$ cat src/core/fmrc_pkg.sv
package fmrc_pkg;
   // ----------------------------------------
   // register indices, byte address is index*4
   // ----------------------------------------
   localparam logic [3:0] IDX_RX_TX_CONTROL = 4'h1;
   localparam logic [3:0] IDX_RX_CONTROL_EXT_ONE = 4'h2;
   localparam logic [3:0] IDX_RX_CONTROL_EXT_TWO = 4'h3;
   localparam int ADDR_LSB = 2;
   localparam int DATA_W = 32;
   localparam int REG_W = 24;
   localparam int REG_BYTES = 3;
   // ----------------------------------------
   // field positions
   // ----------------------------------------
   localparam int F_REF_EN = 0;
   localparam int F_REFBUF_EN = 1;
   localparam int F_OFFSET_SEL = 2;
   localparam int F_UART_EN = 3;
   localparam int F_SKIP_LO = 4;
   localparam int F_SKIP_HI = 7;
   localparam int F_SETTLE_LO = 8;
   localparam int F_SETTLE_HI = 15;
   localparam int F_CAVG_HI = 18;
   localparam int F_NAVG_HI = 14;
   localparam int F_ZC_LO = 16;
   localparam int F_ZC_HI = 17;
   localparam int F_SYNC_ALWAYS = 20;
   localparam int F_FAST = 21;
   // ----------------------------------------
   // reset values and writable masks
   // ----------------------------------------
   localparam logic [23:0] RST_RX_TX_CONTROL = 24'h005043;
   localparam logic [23:0] RST_RX_CONTROL_EXT_ONE = 24'h000000;
   localparam logic [23:0] RST_RX_CONTROL_EXT_TWO = 24'h110000;
   localparam logic [23:0] MASK_RX_TX_CONTROL = 24'h00FFFF;
   localparam logic [23:0] MASK_RX_CONTROL_EXT_ONE = 24'h07FFFF;
   localparam logic [23:0] MASK_RX_CONTROL_EXT_TWO = 24'h337FFF;
   // ----------------------------------------
   // bit timing
   // ----------------------------------------
   localparam int CLK_HZ = 50_000_000;
   localparam int BIT_RATE_HZ = 1200;
   localparam int BIT_CYCLES_DEF = CLK_HZ / BIT_RATE_HZ;
   localparam int TIMER_W = 16;
   localparam logic [TIMER_W-1:0] STEP_NORMAL = 16'h0001;
   localparam logic [TIMER_W-1:0] STEP_FAST = 16'h0002;
   localparam logic [3:0] FRAME_BITS = 4'hB;
   localparam int CNT_W = 8;
   // ----------------------------------------
   // types
   // ----------------------------------------
   typedef enum logic [2:0] {
      ST_OFF = 3'b000,
      ST_SKIP = 3'b001,
      ST_SETTLE = 3'b010,
      ST_ZC = 3'b011,
      ST_RUN = 3'b100
   } fmrc_start_e;
   typedef enum logic [0:0] {
      U_IDLE = 1'b0,
      U_BITS = 1'b1
   } fmrc_uart_e;
   typedef struct packed {
      logic [18:0] carrier_average_initial;
      logic [14:0] noise_average_initial;
   } fmrc_acc_init_s;
   typedef struct packed {
      logic ref_en;
      logic refbuf_en;
      logic offset_sel;
   } fmrc_adc_ctl_s;
endpackage : fmrc_pkg

$ cat src/core/fmrc_rx_control.sv
// The APB slave port was left to the implementer.
`timescale 1ns/1ps
`default_nettype none
module fmrc_rx_control #(
   parameter int BIT_CYCLES = fmrc_pkg::BIT_CYCLES_DEF
) (
   // clock, enable, reset
   input wire logic CLOCK,
   input wire logic CE,
   input wire logic RESETN,
   // apb slave
   input wire logic PSEL,
   input wire logic PENABLE,
   input wire logic PWRITE,
   input wire logic [11:0] PADDR,
   input wire logic [fmrc_pkg::DATA_W-1:0] PWDATA,
   input wire logic [3:0] PSTRB,
   output logic [fmrc_pkg::DATA_W-1:0] PRDATA,
   output logic PREADY,
   output logic PSLVERR,
   // analog front end pins
   input wire logic ADC_POWERED,
   input wire logic MODEM_ENABLE,
   output fmrc_pkg::fmrc_adc_ctl_s ADC_CTL,
   // receive datapath, same clock
   input wire logic ADC_SAMPLE_VALID,
   input wire logic ZERO_CROSS,
   input wire logic DEMOD_BIT,
   output logic SAMPLE_KEEP,
   output logic DSP_ENABLE,
   output logic CARRIER_DETECT_ENABLE,
   output logic RX_BIT_OUT,
   output logic ACC_LOAD,
   output fmrc_pkg::fmrc_acc_init_s ACC_INIT
);
   import fmrc_pkg::*;

   localparam logic [TIMER_W-1:0] BIT_LAST = TIMER_W'(BIT_CYCLES - 1);
   localparam logic [TIMER_W-1:0] BIT_HALF = TIMER_W'(BIT_CYCLES / 2);

   // ----------------------------------------
   // reset release and pin synchronisers
   // ----------------------------------------
   logic rst_a;
   logic rst_b;
   logic [2:0] pwr_sync;
   logic [2:0] en_sync;
   logic adc_on;
   logic modem_on;
   logic next_adc_on;
   logic next_modem_on;

   always_ff @(posedge CLOCK or negedge RESETN) begin
      if (!RESETN) begin
         rst_a <= 1'b0;
         rst_b <= 1'b0;
      end else begin
         rst_a <= 1'b1;
         rst_b <= rst_a;
      end
   end

   always_comb begin
      next_adc_on = adc_on;
      next_modem_on = modem_on;
      if (pwr_sync[1] == pwr_sync[2]) begin
         next_adc_on = pwr_sync[2];
      end
      if (en_sync[1] == en_sync[2]) begin
         next_modem_on = en_sync[2];
      end
   end

   always_ff @(posedge CLOCK or negedge rst_b) begin
      if (!rst_b) begin
         pwr_sync <= 3'h0;
         en_sync <= 3'h0;
         adc_on <= 1'b0;
         modem_on <= 1'b0;
      end else if (CE) begin
         pwr_sync <= {pwr_sync[1:0], ADC_POWERED};
         en_sync <= {en_sync[1:0], MODEM_ENABLE};
         adc_on <= next_adc_on;
         modem_on <= next_modem_on;
      end
   end

   // ----------------------------------------
   // register file and apb slave
   // ----------------------------------------
   logic [REG_W-1:0] rx_tx_control;
   logic [REG_W-1:0] rx_control_ext_one;
   logic [REG_W-1:0] rx_control_ext_two;
   logic [REG_W-1:0] next_rx_tx_control;
   logic [REG_W-1:0] next_rx_control_ext_one;
   logic [REG_W-1:0] next_rx_control_ext_two;
   logic [DATA_W-1:0] next_prdata;
   logic next_pready;
   logic next_pslverr;
   logic [3:0] idx;
   logic hit;
   logic wr_go;
   logic [REG_W-1:0] wmask;
   logic [REG_W-1:0] rd_val;

   assign idx = PADDR[ADDR_LSB+3:ADDR_LSB];

   always_comb begin
      wmask = '0;
      for (int b = 0; b < REG_BYTES; b++) begin
         wmask[b*8 +: 8] = {8{PSTRB[b]}};
      end
   end

   always_comb begin
      hit = 1'b1;
      rd_val = '0;
      if (PADDR[ADDR_LSB-1:0] != 2'h0 || PADDR[11:ADDR_LSB+4] != '0) begin
         hit = 1'b0;
      end else begin
         case (idx)
            IDX_RX_TX_CONTROL: rd_val = rx_tx_control;
            IDX_RX_CONTROL_EXT_ONE: rd_val = rx_control_ext_one;
            IDX_RX_CONTROL_EXT_TWO: rd_val = rx_control_ext_two;
            default: hit = 1'b0;
         endcase
      end
   end

   always_comb begin
      wr_go = PSEL && PENABLE && PREADY && PWRITE && hit;
      next_rx_tx_control = rx_tx_control;
      next_rx_control_ext_one = rx_control_ext_one;
      next_rx_control_ext_two = rx_control_ext_two;
      if (wr_go) begin
         case (idx)
            IDX_RX_TX_CONTROL: begin
               next_rx_tx_control = (rx_tx_control & ~(wmask & MASK_RX_TX_CONTROL))
                  | (PWDATA[REG_W-1:0] & wmask & MASK_RX_TX_CONTROL);
            end
            IDX_RX_CONTROL_EXT_ONE: begin
               next_rx_control_ext_one = (rx_control_ext_one & ~(wmask & MASK_RX_CONTROL_EXT_ONE))
                  | (PWDATA[REG_W-1:0] & wmask & MASK_RX_CONTROL_EXT_ONE);
            end
            IDX_RX_CONTROL_EXT_TWO: begin
               next_rx_control_ext_two = (rx_control_ext_two & ~(wmask & MASK_RX_CONTROL_EXT_TWO))
                  | (PWDATA[REG_W-1:0] & wmask & MASK_RX_CONTROL_EXT_TWO);
            end
            default: next_rx_tx_control = rx_tx_control;
         endcase
      end
      next_pready = 1'b0;
      next_pslverr = 1'b0;
      next_prdata = '0;
      if (PSEL && !PENABLE) begin
         next_pready = 1'b1;
         next_pslverr = !hit;
         if (!PWRITE) begin
            next_prdata = {{(DATA_W-REG_W){1'b0}}, rd_val};
         end
      end
   end

   always_ff @(posedge CLOCK or negedge rst_b) begin
      if (!rst_b) begin
         rx_tx_control <= RST_RX_TX_CONTROL;
         rx_control_ext_one <= RST_RX_CONTROL_EXT_ONE;
         rx_control_ext_two <= RST_RX_CONTROL_EXT_TWO;
         PRDATA <= '0;
         PREADY <= 1'b0;
         PSLVERR <= 1'b0;
      end else if (CE) begin
         rx_tx_control <= next_rx_tx_control;
         rx_control_ext_one <= next_rx_control_ext_one;
         rx_control_ext_two <= next_rx_control_ext_two;
         PRDATA <= next_prdata;
         PREADY <= next_pready;
         PSLVERR <= next_pslverr;
      end
   end

   // ----------------------------------------
   // start-up sequence
   // ----------------------------------------
   fmrc_start_e st;
   fmrc_start_e next_st;
   logic [CNT_W-1:0] cnt;
   logic [CNT_W-1:0] next_cnt;
   logic [CNT_W-1:0] skip_n;
   logic [CNT_W-1:0] settle_n;
   logic [CNT_W-1:0] zc_n;

   assign skip_n = CNT_W'(rx_tx_control[F_SKIP_HI:F_SKIP_LO]);
   assign settle_n = rx_tx_control[F_SETTLE_HI:F_SETTLE_LO];
   assign zc_n = CNT_W'(rx_control_ext_two[F_ZC_HI:F_ZC_LO]);

   always_comb begin
      next_st = st;
      next_cnt = cnt;
      case (st)
         ST_OFF: begin
            next_cnt = '0;
            if (adc_on) begin
               next_st = ST_SKIP;
            end
         end
         ST_SKIP: begin
            if (cnt >= skip_n) begin
               next_st = ST_SETTLE;
               next_cnt = '0;
            end else if (ADC_SAMPLE_VALID) begin
               next_cnt = cnt + 1'b1;
            end
         end
         ST_SETTLE: begin
            if (cnt >= settle_n) begin
               next_st = ST_ZC;
               next_cnt = '0;
            end else if (ADC_SAMPLE_VALID) begin
               next_cnt = cnt + 1'b1;
            end
         end
         ST_ZC: begin
            if (cnt >= zc_n) begin
               next_st = ST_RUN;
            end else if (ZERO_CROSS) begin
               next_cnt = cnt + 1'b1;
            end
         end
         ST_RUN: begin
            next_cnt = cnt;
         end
         default: begin
            next_st = ST_OFF;
         end
      endcase
      if (!adc_on) begin
         next_st = ST_OFF;
      end
   end

   always_ff @(posedge CLOCK or negedge rst_b) begin
      if (!rst_b) begin
         st <= ST_OFF;
         cnt <= '0;
         SAMPLE_KEEP <= 1'b0;
         DSP_ENABLE <= 1'b0;
         CARRIER_DETECT_ENABLE <= 1'b0;
      end else if (CE) begin
         st <= next_st;
         cnt <= next_cnt;
         SAMPLE_KEEP <= ADC_SAMPLE_VALID && (st != ST_OFF) && !(st == ST_SKIP && cnt < skip_n);
         DSP_ENABLE <= (next_st == ST_ZC) || (next_st == ST_RUN);
         CARRIER_DETECT_ENABLE <= next_st == ST_RUN;
      end
   end

   // ----------------------------------------
   // uart bit timing
   // ----------------------------------------
   fmrc_uart_e ust;
   fmrc_uart_e next_ust;
   logic [TIMER_W-1:0] timer;
   logic [TIMER_W-1:0] next_timer;
   logic [TIMER_W-1:0] step;
   logic [3:0] bit_idx;
   logic [3:0] next_bit_idx;
   logic demod_d;
   logic fall;
   logic uart_bit;
   logic next_uart_bit;

   assign fall = demod_d && !DEMOD_BIT;
   assign step = rx_control_ext_two[F_FAST] ? STEP_FAST : STEP_NORMAL;

   always_comb begin
      next_ust = ust;
      next_timer = timer;
      next_bit_idx = bit_idx;
      next_uart_bit = uart_bit;
      case (ust)
         U_IDLE: begin
            next_uart_bit = 1'b1;
            if (fall) begin
               next_ust = U_BITS;
               next_timer = '0;
               next_bit_idx = '0;
            end
         end
         U_BITS: begin
            if (timer + step > BIT_LAST || (fall && rx_control_ext_two[F_SYNC_ALWAYS] && timer >= BIT_HALF)) begin
               next_timer = '0;
               next_bit_idx = bit_idx + 1'b1;
               if (bit_idx == FRAME_BITS - 1'b1) begin
                  next_ust = fall ? U_BITS : U_IDLE;
                  next_bit_idx = '0;
               end
            end else if (fall && rx_control_ext_two[F_SYNC_ALWAYS]) begin
               next_timer = '0;
            end else begin
               next_timer = timer + step;
               if (timer < BIT_HALF && next_timer >= BIT_HALF) begin
                  next_uart_bit = DEMOD_BIT;
               end
            end
         end
         default: begin
            next_ust = U_IDLE;
         end
      endcase
   end

   always_ff @(posedge CLOCK or negedge rst_b) begin
      if (!rst_b) begin
         ust <= U_IDLE;
         timer <= '0;
         bit_idx <= '0;
         demod_d <= 1'b1;
         uart_bit <= 1'b1;
         RX_BIT_OUT <= 1'b1;
      end else if (CE) begin
         ust <= next_ust;
         timer <= next_timer;
         bit_idx <= next_bit_idx;
         demod_d <= DEMOD_BIT;
         uart_bit <= next_uart_bit;
         RX_BIT_OUT <= rx_tx_control[F_UART_EN] ? next_uart_bit : DEMOD_BIT;
      end
   end

   // ----------------------------------------
   // adc controls and accumulator preload
   // ----------------------------------------
   logic modem_d;

   always_ff @(posedge CLOCK or negedge rst_b) begin
      if (!rst_b) begin
         modem_d <= 1'b0;
         ACC_LOAD <= 1'b0;
         ACC_INIT <= '0;
         ADC_CTL.ref_en <= RST_RX_TX_CONTROL[F_REF_EN];
         ADC_CTL.refbuf_en <= RST_RX_TX_CONTROL[F_REFBUF_EN];
         ADC_CTL.offset_sel <= RST_RX_TX_CONTROL[F_OFFSET_SEL];
      end else if (CE) begin
         modem_d <= modem_on;
         ACC_LOAD <= modem_on && !modem_d;
         ACC_INIT.carrier_average_initial <= rx_control_ext_one[F_CAVG_HI:0];
         ACC_INIT.noise_average_initial <= rx_control_ext_two[F_NAVG_HI:0];
         ADC_CTL.ref_en <= rx_tx_control[F_REF_EN];
         ADC_CTL.refbuf_en <= rx_tx_control[F_REFBUF_EN];
         ADC_CTL.offset_sel <= rx_tx_control[F_OFFSET_SEL];
      end
   end
endmodule : fmrc_rx_control
`default_nettype wire

$ cat config.mk
export PLATFORM = sky130hd
export DESIGN_NAME = fmrc_rx_control
export DESIGN_NICKNAME = d
export VERILOG_FILES = /design/src/core/fmrc_pkg.sv /design/src/core/fmrc_rx_control.sv
export SDC_FILE = /design/constraint.sdc
export NUM_CORES = 1
export LEC_CHECK = 0
export BUFFER_PORTS_ARGS = -buffer_cell sky130_fd_sc_hd__buf_2
export CAP_MARGIN = 25
export CELL_PAD_IN_SITES_DETAIL_PLACEMENT = 0
export CELL_PAD_IN_SITES_GLOBAL_PLACEMENT = 2
export CORE_ASPECT_RATIO = 2
export CORE_MARGIN = 2
export CORE_UTILIZATION = 40
export DETAILED_ROUTE_END_ITERATION = 7
export GPL_TIMING_DRIVEN = 1
export PLACE_DENSITY = 0.93
export SYNTH_ARGS = -nofsm -noshare
export SYNTH_HDL_FRONTEND = slang
export SYNTH_SLANG_ARGS = --single-unit
$ cat constraint.sdc
create_clock -name CLOCK -period 10.6 [get_ports CLOCK]
set_clock_uncertainty 0.1 [all_clocks]
set_input_delay 1.59 -clock CLOCK [delete_from_list [all_inputs] [get_ports CLOCK]]
set_output_delay 1.59 -clock CLOCK [all_outputs]
set_load 0.02 [all_outputs]
# == Word-level counts from Yosys, hierarchy flattened ==
# Index checks and enable logic that the tools add are counted.
# word_totals
ff_bits,193
out_inout_bits,76
word_cells,140
# classes
n_lt_le_gt_ge,8
n_reduce_logical,35
mux,37
n_eq_ne,16
addsub,3
n_bitwise,11
# ops
operator,count
$and A24 B24 Y24,3
$mux W24,3
$pmux W24 S3,1
$mux W16,3
$mux W8,5
$ge A16 B15 Y1 const B,2
$pmux W16 S2,1
$pmux W8 S4,1
$not A16 Y24,1
$not A19 Y24,1
$not A22 Y24,1
$or A24 B16 Y24,1
$or A24 B19 Y24,1
$or A24 B22 Y24,1
$and A22 B22 Y22,1
$add A16 B2 Y16,1
$gt A16 B16 Y1 const B,1
$lt A16 B15 Y1 const B,1
$pmux W3 S5,1
$logic_and A1 B1 Y1,13
$mux W3,4
$mux W4,3
$reduce_and A3 Y1,4
$mux W1,11
other kinds (29),45

# == Depth between registers and ports, before layout ==
# Gate-level depths: netlist of run 1.
# logic_depth
ltp_word,9
ltp_mapped,13
depth_no_buf,12

# == Worst setup path after synthesis of run 1 ==
# Ideal clock, no wire load.
# synth_timing
path_type,input -> register
from,input port DEMOD_BIT
to,register bit_idx[1]
cell_stages,6
n_path_buf,0
arrival_ns,3.045
path_slack_ns,7.330
setup_time_ns,0.125
cell_sequence,nor2b_1 nand3_1 and3_4 a32o_1 a211oi_4 mux2_4
# synth_via
elab_chain_cells,7
elab_cells_between_ends,8
classes_between,2 x eq/ne; 6 x reduce/logical
# synth_rtl
element,line_no,source
from (decl),fmrc_rx_control.sv:28,"input wire logic DEMOD_BIT,"
$logic_not A1 Y1 *,fmrc_rx_control.sv:273,assign fall = demod_d && !DEMOD_BIT;
$logic_and A1 B1 Y1 *,fmrc_rx_control.sv:273,
$logic_and A1 B1 Y1 (2 in series),fmrc_rx_control.sv:291,if (timer + step > BIT_LAST || (fall && rx_control_ext_two[F_SYNC_ALWAYS] && timer >= BIT_HALF)) begin
$logic_or A1 B1 Y1,fmrc_rx_control.sv:291,
$ne A2 B1 Y1 (no source line),n/a,
$reduce_and A3 Y1 (no source line) *,n/a,
to (signal assigned),fmrc_rx_control.sv:324,bit_idx <= next_bit_idx;
to (decl),fmrc_rx_control.sv:266,logic [3:0] bit_idx;
# Every way passes the cells marked *; elsewhere a longest branch is shown, timed or not.
# A chain may end at the register's enable or synchronous reset.

==> out/metrics.yaml, run 1 <==
outcome: "finished, final reports clean"
globalplace.congestion: 0.849
n_antenna_cell: 0
final_hold_viol_count: 0
drv_cap: 0
synth_seq_cells: 164
tns_ps: 0
synth-edff-count: 0
pin_count: 135
required_ps: 10820
pwr-share-clk: 0.417
worstPathArrival_ps: 3960
cts_setup_buffers: 0
ys_seq_area_frac: 0.504
initial_core_util: 0.405
post-place-ws_ps: 6380
ys_warn_count: 0
area_growth_pct: 17.0
grt_max_degree: 73
initialDrtViolationCount: 289
synthFlopType: "dfrtp_1"
power_frac_comb: 0.135
setup_viol: 0
fin_ws_ps: 6850
drt-pass1-iter-count: 4
worstReg2RegEnd: "timer[2]"
core_mm2: 0.0202
num_vias: 5952
grt.overflow.total: 0
clk_latency_ps: 440
syn_inst: 714
async_flop_share: 1.00
min_path_type: "reg -> async"
critical_path_class: "in -> reg"
numPortBuffers: 111
stdcell_count: 1097
slew_viol_final: 0
max_slew_margin: 0.320
final_cell_mix: "151 x dfrtp_1, 111 x buf_2, 98 x mux2_2"
clock_path_buffers: 2
tightest_slew_ps: 1010
cts_buffers: 17
post_drt_wl_per_cell_um: 17.7
p_leak_nw: 4.54
cts_sinks: 164
clk_pin_slew_ps: 70
p_per_area_mw_per_mm2: 167
dp_hpwl_mm: 13.4
placed_cells: 1064
synth.distinct_cells: 78
pwr-share-seq: 0.448
rsz0062_at_grt: "no"
cts.repair.resized: 0
clockRootBuffer: "clkbuf_16"
intPower_mw: 1.14
grt_usage: 0.188
start_kind: "input pin"
fp.dieW_um: 105
grt_pass1_vias: 6092
wirelength_mm: 19.4
cts_max_level: 4
grt_pass1_wl_mm: 31.8
num_rows: 74
layout_commonest_cell: "dfrtp_1"
critPathLaunch: "CE"
p_switching_mw: 0.451
cts_tree: "done"
drive_above_1_share: 0.342
via_per_inst: 5.43
antenna_left: 0
fin_crit_ps: 3750
path_max_fanout: 72
syn-mean-instance-area_um2: 11.4
ff2ff_setup_slack_ps: 6970
route.detailed.drc: 0
final_net_count: 897
die_y_um: 206
period_share: 0.353
cp-end-kind: "flip-flop"
fmax_mhz: 267
reg2regPathDepth: 12
antenna_found_initial: 0
switching_share: 0.283
ir_worst_vdd_uv: 121
syn_area_mm2: 0.00817
die_area_mm2: 0.0216
cts_hold_buffers: 0
kinds of logic after synthesis:
kind of cell / count (synthesis) / synth area share
and+or+nand+nor: 167 / 0.110
AOI/OAI and AO/OA: 168 / 0.152
DFF: 164 / 0.504
xor gates and xnor gates: 8 / 0.0118
adders and majority gates: 20 / 0.0316
other: 2 / 0.000920
muxes: 103 / 0.142
buffers and inverters: 82 / 0.0466
area by class of cell:
class	instances	area [um2]
clock inverters	14	200
well taps	266	333
clock buffers	18	429
repair buffers	118	616
fillers	1918	10600
inverters	39	146
multi-input cells	478	3700
flip-flops and latches	164	4120
cells in the mapped netlist, types with 3 or more instances:
cell / n / area (um2)
dfrtp_1: 152 / 3800
buf_2: 6 / 30.0
mux2_2: 98 / 1100
nor3_1: 16 / 80.1
o21ai_1: 3 / 15.0
mux2i_1: 4 / 40.0
o21ai_0: 35 / 175
nor4_1: 7 / 43.8
o211ai_1: 6 / 45.0
nor2b_1: 5 / 31.3
dfstp_2: 12 / 315
o2111ai_1: 6 / 52.6
or3_1: 7 / 43.8
a21o_1: 4 / 30.0
nor2_1: 20 / 75.1
ha_1: 19 / 238
inv_1: 39 / 146
or2_2: 3 / 18.8
xnor2_1: 4 / 35.0
nand4_1: 6 / 37.5
nand2_1: 49 / 184
clkbuf_1: 18 / 67.6
a31oi_1: 8 / 50.1
a32o_1: 4 / 40.0
a22oi_1: 8 / 60.1
and3_1: 9 / 56.3
buf_4: 17 / 128
o2bb2ai_1: 19 / 166
a21oi_1: 27 / 135
nand3_1: 16 / 80.1
a41oi_1: 3 / 26.3
nand3b_1: 4 / 30.0
o22ai_1: 3 / 18.8
a22o_1: 17 / 149
nand2b_1: 7 / 43.8
through the flow:
stage	hold slack [ps]	util	power (mW)	cell area (um2)
2_1_floorplan	231	-	0.886	8200
3_3_place_gp	235	0.441	0.934	8910
3_5_place_dp	239	0.441	0.941	8910
4_1_cts	254	0.472	1.61	9540
5_1_grt	257	0.473	1.67	9550
6_report	237	0.473	1.59	9550
power by group through the flow:
| stage | Sequential, mW | Combinational (mW) | Clock, mW |
|---|---|---|---|
| global placement | 0.723 | 0.210 | 0 |
| finish | 0.713 | 0.215 | 0.663 |
| detailed placement | 0.725 | 0.216 | 0 |
| floorplan | 0.712 | 0.174 | 0 |
| global route | 0.720 | 0.244 | 0.701 |
| CTS | 0.713 | 0.217 | 0.677 |
critical path, stage by stage:
cell and delay [ps]:
buf_2 120, buf_4 670, and3_1 250, nand4_1 150, nor3_1 320, nand2_1 430
mux2_2 410
how the worst min path moves through the flow:
stage / start / endpoint / cells after the start / slack (ps)
3_5_place_dp: rst_a / rst_b / 0 / 240
5_1_grt: rst_a / rst_b / 0 / 260
2_1_floorplan: rst_a / rst_b / 0 / 230
4_1_cts: rst_a / rst_b / 0 / 250
3_3_place_gp: rst_a / rst_b / 0 / 230
6_report: rst_b / timer[10] / 0 / 240
routing by layer:
| metal | share of wire | global-route usage | vias up |
|---|---|---|---|
| met5 | 0 | 0 | - |
| met4 | 0.020 | 0.0829 | 0 |
| met3 | 0.053 | 0.0448 | 19 |
| met2 | 0.47 | 0.293 | 146 |
| met1 | 0.46 | 0.249 | 2976 |
| li1 | - | - | 2811 |
(Power assumes the default switching activity.)
==> run 2, diff against run 1 <==
--- a/config.mk
+++ b/config.mk
@@ -11,10 +11,10 @@
 export CELL_PAD_IN_SITES_GLOBAL_PLACEMENT = 2
 export CORE_ASPECT_RATIO = 2
 export CORE_MARGIN = 2
-export CORE_UTILIZATION = 40
+export CORE_UTILIZATION = 37
 export DETAILED_ROUTE_END_ITERATION = 7
 export GPL_TIMING_DRIVEN = 1
-export PLACE_DENSITY = 0.93
+export PLACE_DENSITY = 0.88
 export SYNTH_ARGS = -nofsm -noshare
 export SYNTH_HDL_FRONTEND = slang
 export SYNTH_SLANG_ARGS = --single-unit
==> constraint.sdc (replaced) <==
create_clock -name CLOCK -period 3.65 [get_ports CLOCK]
set_clock_uncertainty 0.1 [all_clocks]
set_input_delay 0.5475 -clock CLOCK [delete_from_list [all_inputs] [get_ports CLOCK]]
set_output_delay 0.5475 -clock CLOCK [all_outputs]
set_load 0.02 [all_outputs]
==> run 2 against run 1 <==
Combinational power grew to 3.2 times the previous value; clock power grew to 2.7 times the previous value; utilization is 2.8 points lower; final cell count is 1.9% higher; sequential power grew to 2.9 times the previous value; highest routed layer unchanged; worst setup slack worse by 6600 ps; power grew to 2.8 times the previous value; non-clock buffer count is 14 higher.
==> out/metrics.yaml, run 2 (synthesized netlist as in run 1, its figures left out) <==
ir_worst_vdd_uv: 365  # +200%
clockRootBuffer: "clkbuf_16"
clk_pin_slew_ps: 70  # about the same
fmax_mhz: 294
die_area_mm2: 0.0233  # +7.9%
core_mm2: 0.0216  # +6.9%
switching_share: 0.304  # +0.0213
final_net_count: 911  # +1.6%
antenna_found_initial: 0  # unchanged
num_vias: 6101  # +2.5%
holdWs_ps: 221  # -16.2 ps
p_per_area_mw_per_mm2: 469  # +180%
fill_cells: 2059  # +7.4%
setup_viol: 0  # unchanged
worstReg2RegEnd: "timer[11]"
ff2ff_setup_slack_ps: 250  # -6720 ps
period_share: 0.931
via_per_inst: 5.46  # +0.58%
pwr-share-seq: 0.459  # +0.011
numPortBuffers: 111  # unchanged
tns_ps: 0  # unchanged
pin_count: 135  # unchanged
final_hold_viol_count: 0  # unchanged
drv_cap: 0  # unchanged
fin_ws_ps: 253  # -6600 ps
grt_pass1_vias: 6359  # +4.4%
route.detailed.drc: 0  # unchanged
grt_usage: 0.194  # +0.00572
max_slew_margin: 0.310  # -0.0107
cts_sinks: 164  # unchanged
grt_pass1_wl_mm: 34.1  # +7.2%
path_max_fanout: 7  # -90%
slew_viol_final: 0  # unchanged
p_leak_nw: 4.59  # +1.2%
n_antenna_cell: 0  # unchanged
stdcell_count: 1118  # +1.9%
dp_hpwl_mm: 16.0  # +19%
grt.overflow.total: 0  # unchanged
min_path_type: "reg -> async"
globalplace.congestion: 0.861  # +1.3%
fin_crit_ps: 3400
post_drt_wl_per_cell_um: 19.3  # +8.8%
power_frac_comb: 0.150  # +0.015
drive_above_1_share: 0.354  # +0.0121
intPower_mw: 3.14  # +180%
fp.dieW_um: 109  # +3.8%
layout_commonest_cell: "dfrtp_1"
cts_buffers: 17  # unchanged
num_rows: 76  # +2.7%
antenna_left: 0  # unchanged
critical_path_class: "reg -> reg"
worstPathArrival_ps: 3610  # -350 ps
p_switching_mw: 1.37  # +200%
outcome: "finished, final reports clean"
clock_path_buffers: 2  # unchanged
tightest_slew_ps: 1030  # +23.3 ps
clk_latency_ps: 440  # about the same
placed_cells: 1085  # +2.0%
utilization: 0.446  # -0.0276
final_cell_mix: "151 x dfrtp_1, 111 x buf_2, 98 x mux2_2"
die_y_um: 214  # +3.9%
grt_max_degree: 72  # -1.4%
drt-pass1-iter-count: 6  # +2
reg2regPathDepth: 12  # unchanged
start_kind: "flip-flop"
initial_core_util: 0.378  # -0.0263
initialDrtViolationCount: 298  # +3.1%
rsz0062_at_grt: "no"
required_ps: 3870  # -6950 ps
wirelength_mm: 21.5  # +11%
pwr-share-clk: 0.390  # -0.027
cp-end-kind: "flip-flop"
cts_max_level: 4  # unchanged
post-place-ws_ps: 176  # -6200 ps
area_growth_pct: 17.8
cts_tree: "done"
run 2: cell types whose count changed in the layout (fill, tap and decap cells not counted), moves of 2 or more:
| cell | change |
|---|---|
| bufinv_16 | -3 |
| clkinv_2 | +2 |
| buf_4 | +13 |
| inv_8 | +3 |
| clkinvlp_4 | -2 |
run 2: stage by stage:
step           instance area [um2]  power, mW
2_1_floorplan                 8200       2.57
3_5_place_dp                  9030       2.79
3_3_place_gp                  9030       2.77
5_1_grt                       9620       4.75
4_1_cts                       9620       4.55
6_report                      9620       4.52
run 2: power by group through the flow:
| stage | sequential [mW] | clock [mW] | combinational [mW] |
|---|---|---|---|
| 2_1_floorplan | 2.07 | 0 | 0.506 |
| 3_3_place_gp | 2.10 | 0 | 0.670 |
| 3_5_place_dp | 2.11 | 0 | 0.679 |
| 4_1_cts | 2.07 | 1.80 | 0.682 |
| 5_1_grt | 2.09 | 1.89 | 0.757 |
| 6_report | 2.07 | 1.76 | 0.679 |
run 2: routing by layer:
| metal | track usage | part of all wire | vias up |
|---|---|---|---|
| met5 | 0 | 0 | - |
| met4 | 0.107 | 0.044 | 0 |
| met3 | 0.0368 | 0.033 | 48 |
| met2 | 0.348 | 0.56 | 154 |
| met1 | 0.205 | 0.37 | 3069 |
| li1 | - | - | 2830 |
run 2: repair_timing:
item / 4_1_cts / 5_1_grt
setup endpoints to repair: 0 / 9
setup buffers: 0 / 0
gates resized for setup: 0 / 1
endpoints found under the hold margin: 2 / 0
hold buffers: 1 / 0
run 2: area by class of cell:
type                    instances  area [um2]  share of cell area
clock inverters                15         148              0.0154
flip-flops and latches        164        4120               0.429
clock buffers                  17         425              0.0442
inverters                      39         146              0.0152
multi-input cells             478        3710               0.385
repair buffers                132         728              0.0757
well taps                     273         342              0.0355
run 2: worst max path at each step:
stage,endpoint,slack [ps],depth (start not counted)
6_report,timer[11],250,12
5_1_grt,bit_idx[3],20,12
4_1_cts,timer[6],170,12
3_5_place_dp,timer[6],180,12
3_3_place_gp,timer[6],200,12
2_1_floorplan,timer[2],540,13
run 2: worst max-delay path, cell delays in order, from the launching register on:
cell and delay [ps]:
dfrtp_1 440, inv_1 80, ha_1 220, fa_2 330, nand3_2 120, nor3_2 300, mux2i_1 420, nor3_1 140
a31o_4 290, o21ai_4 230, a21oi_2 150, and3_1 190, a221o_1 260
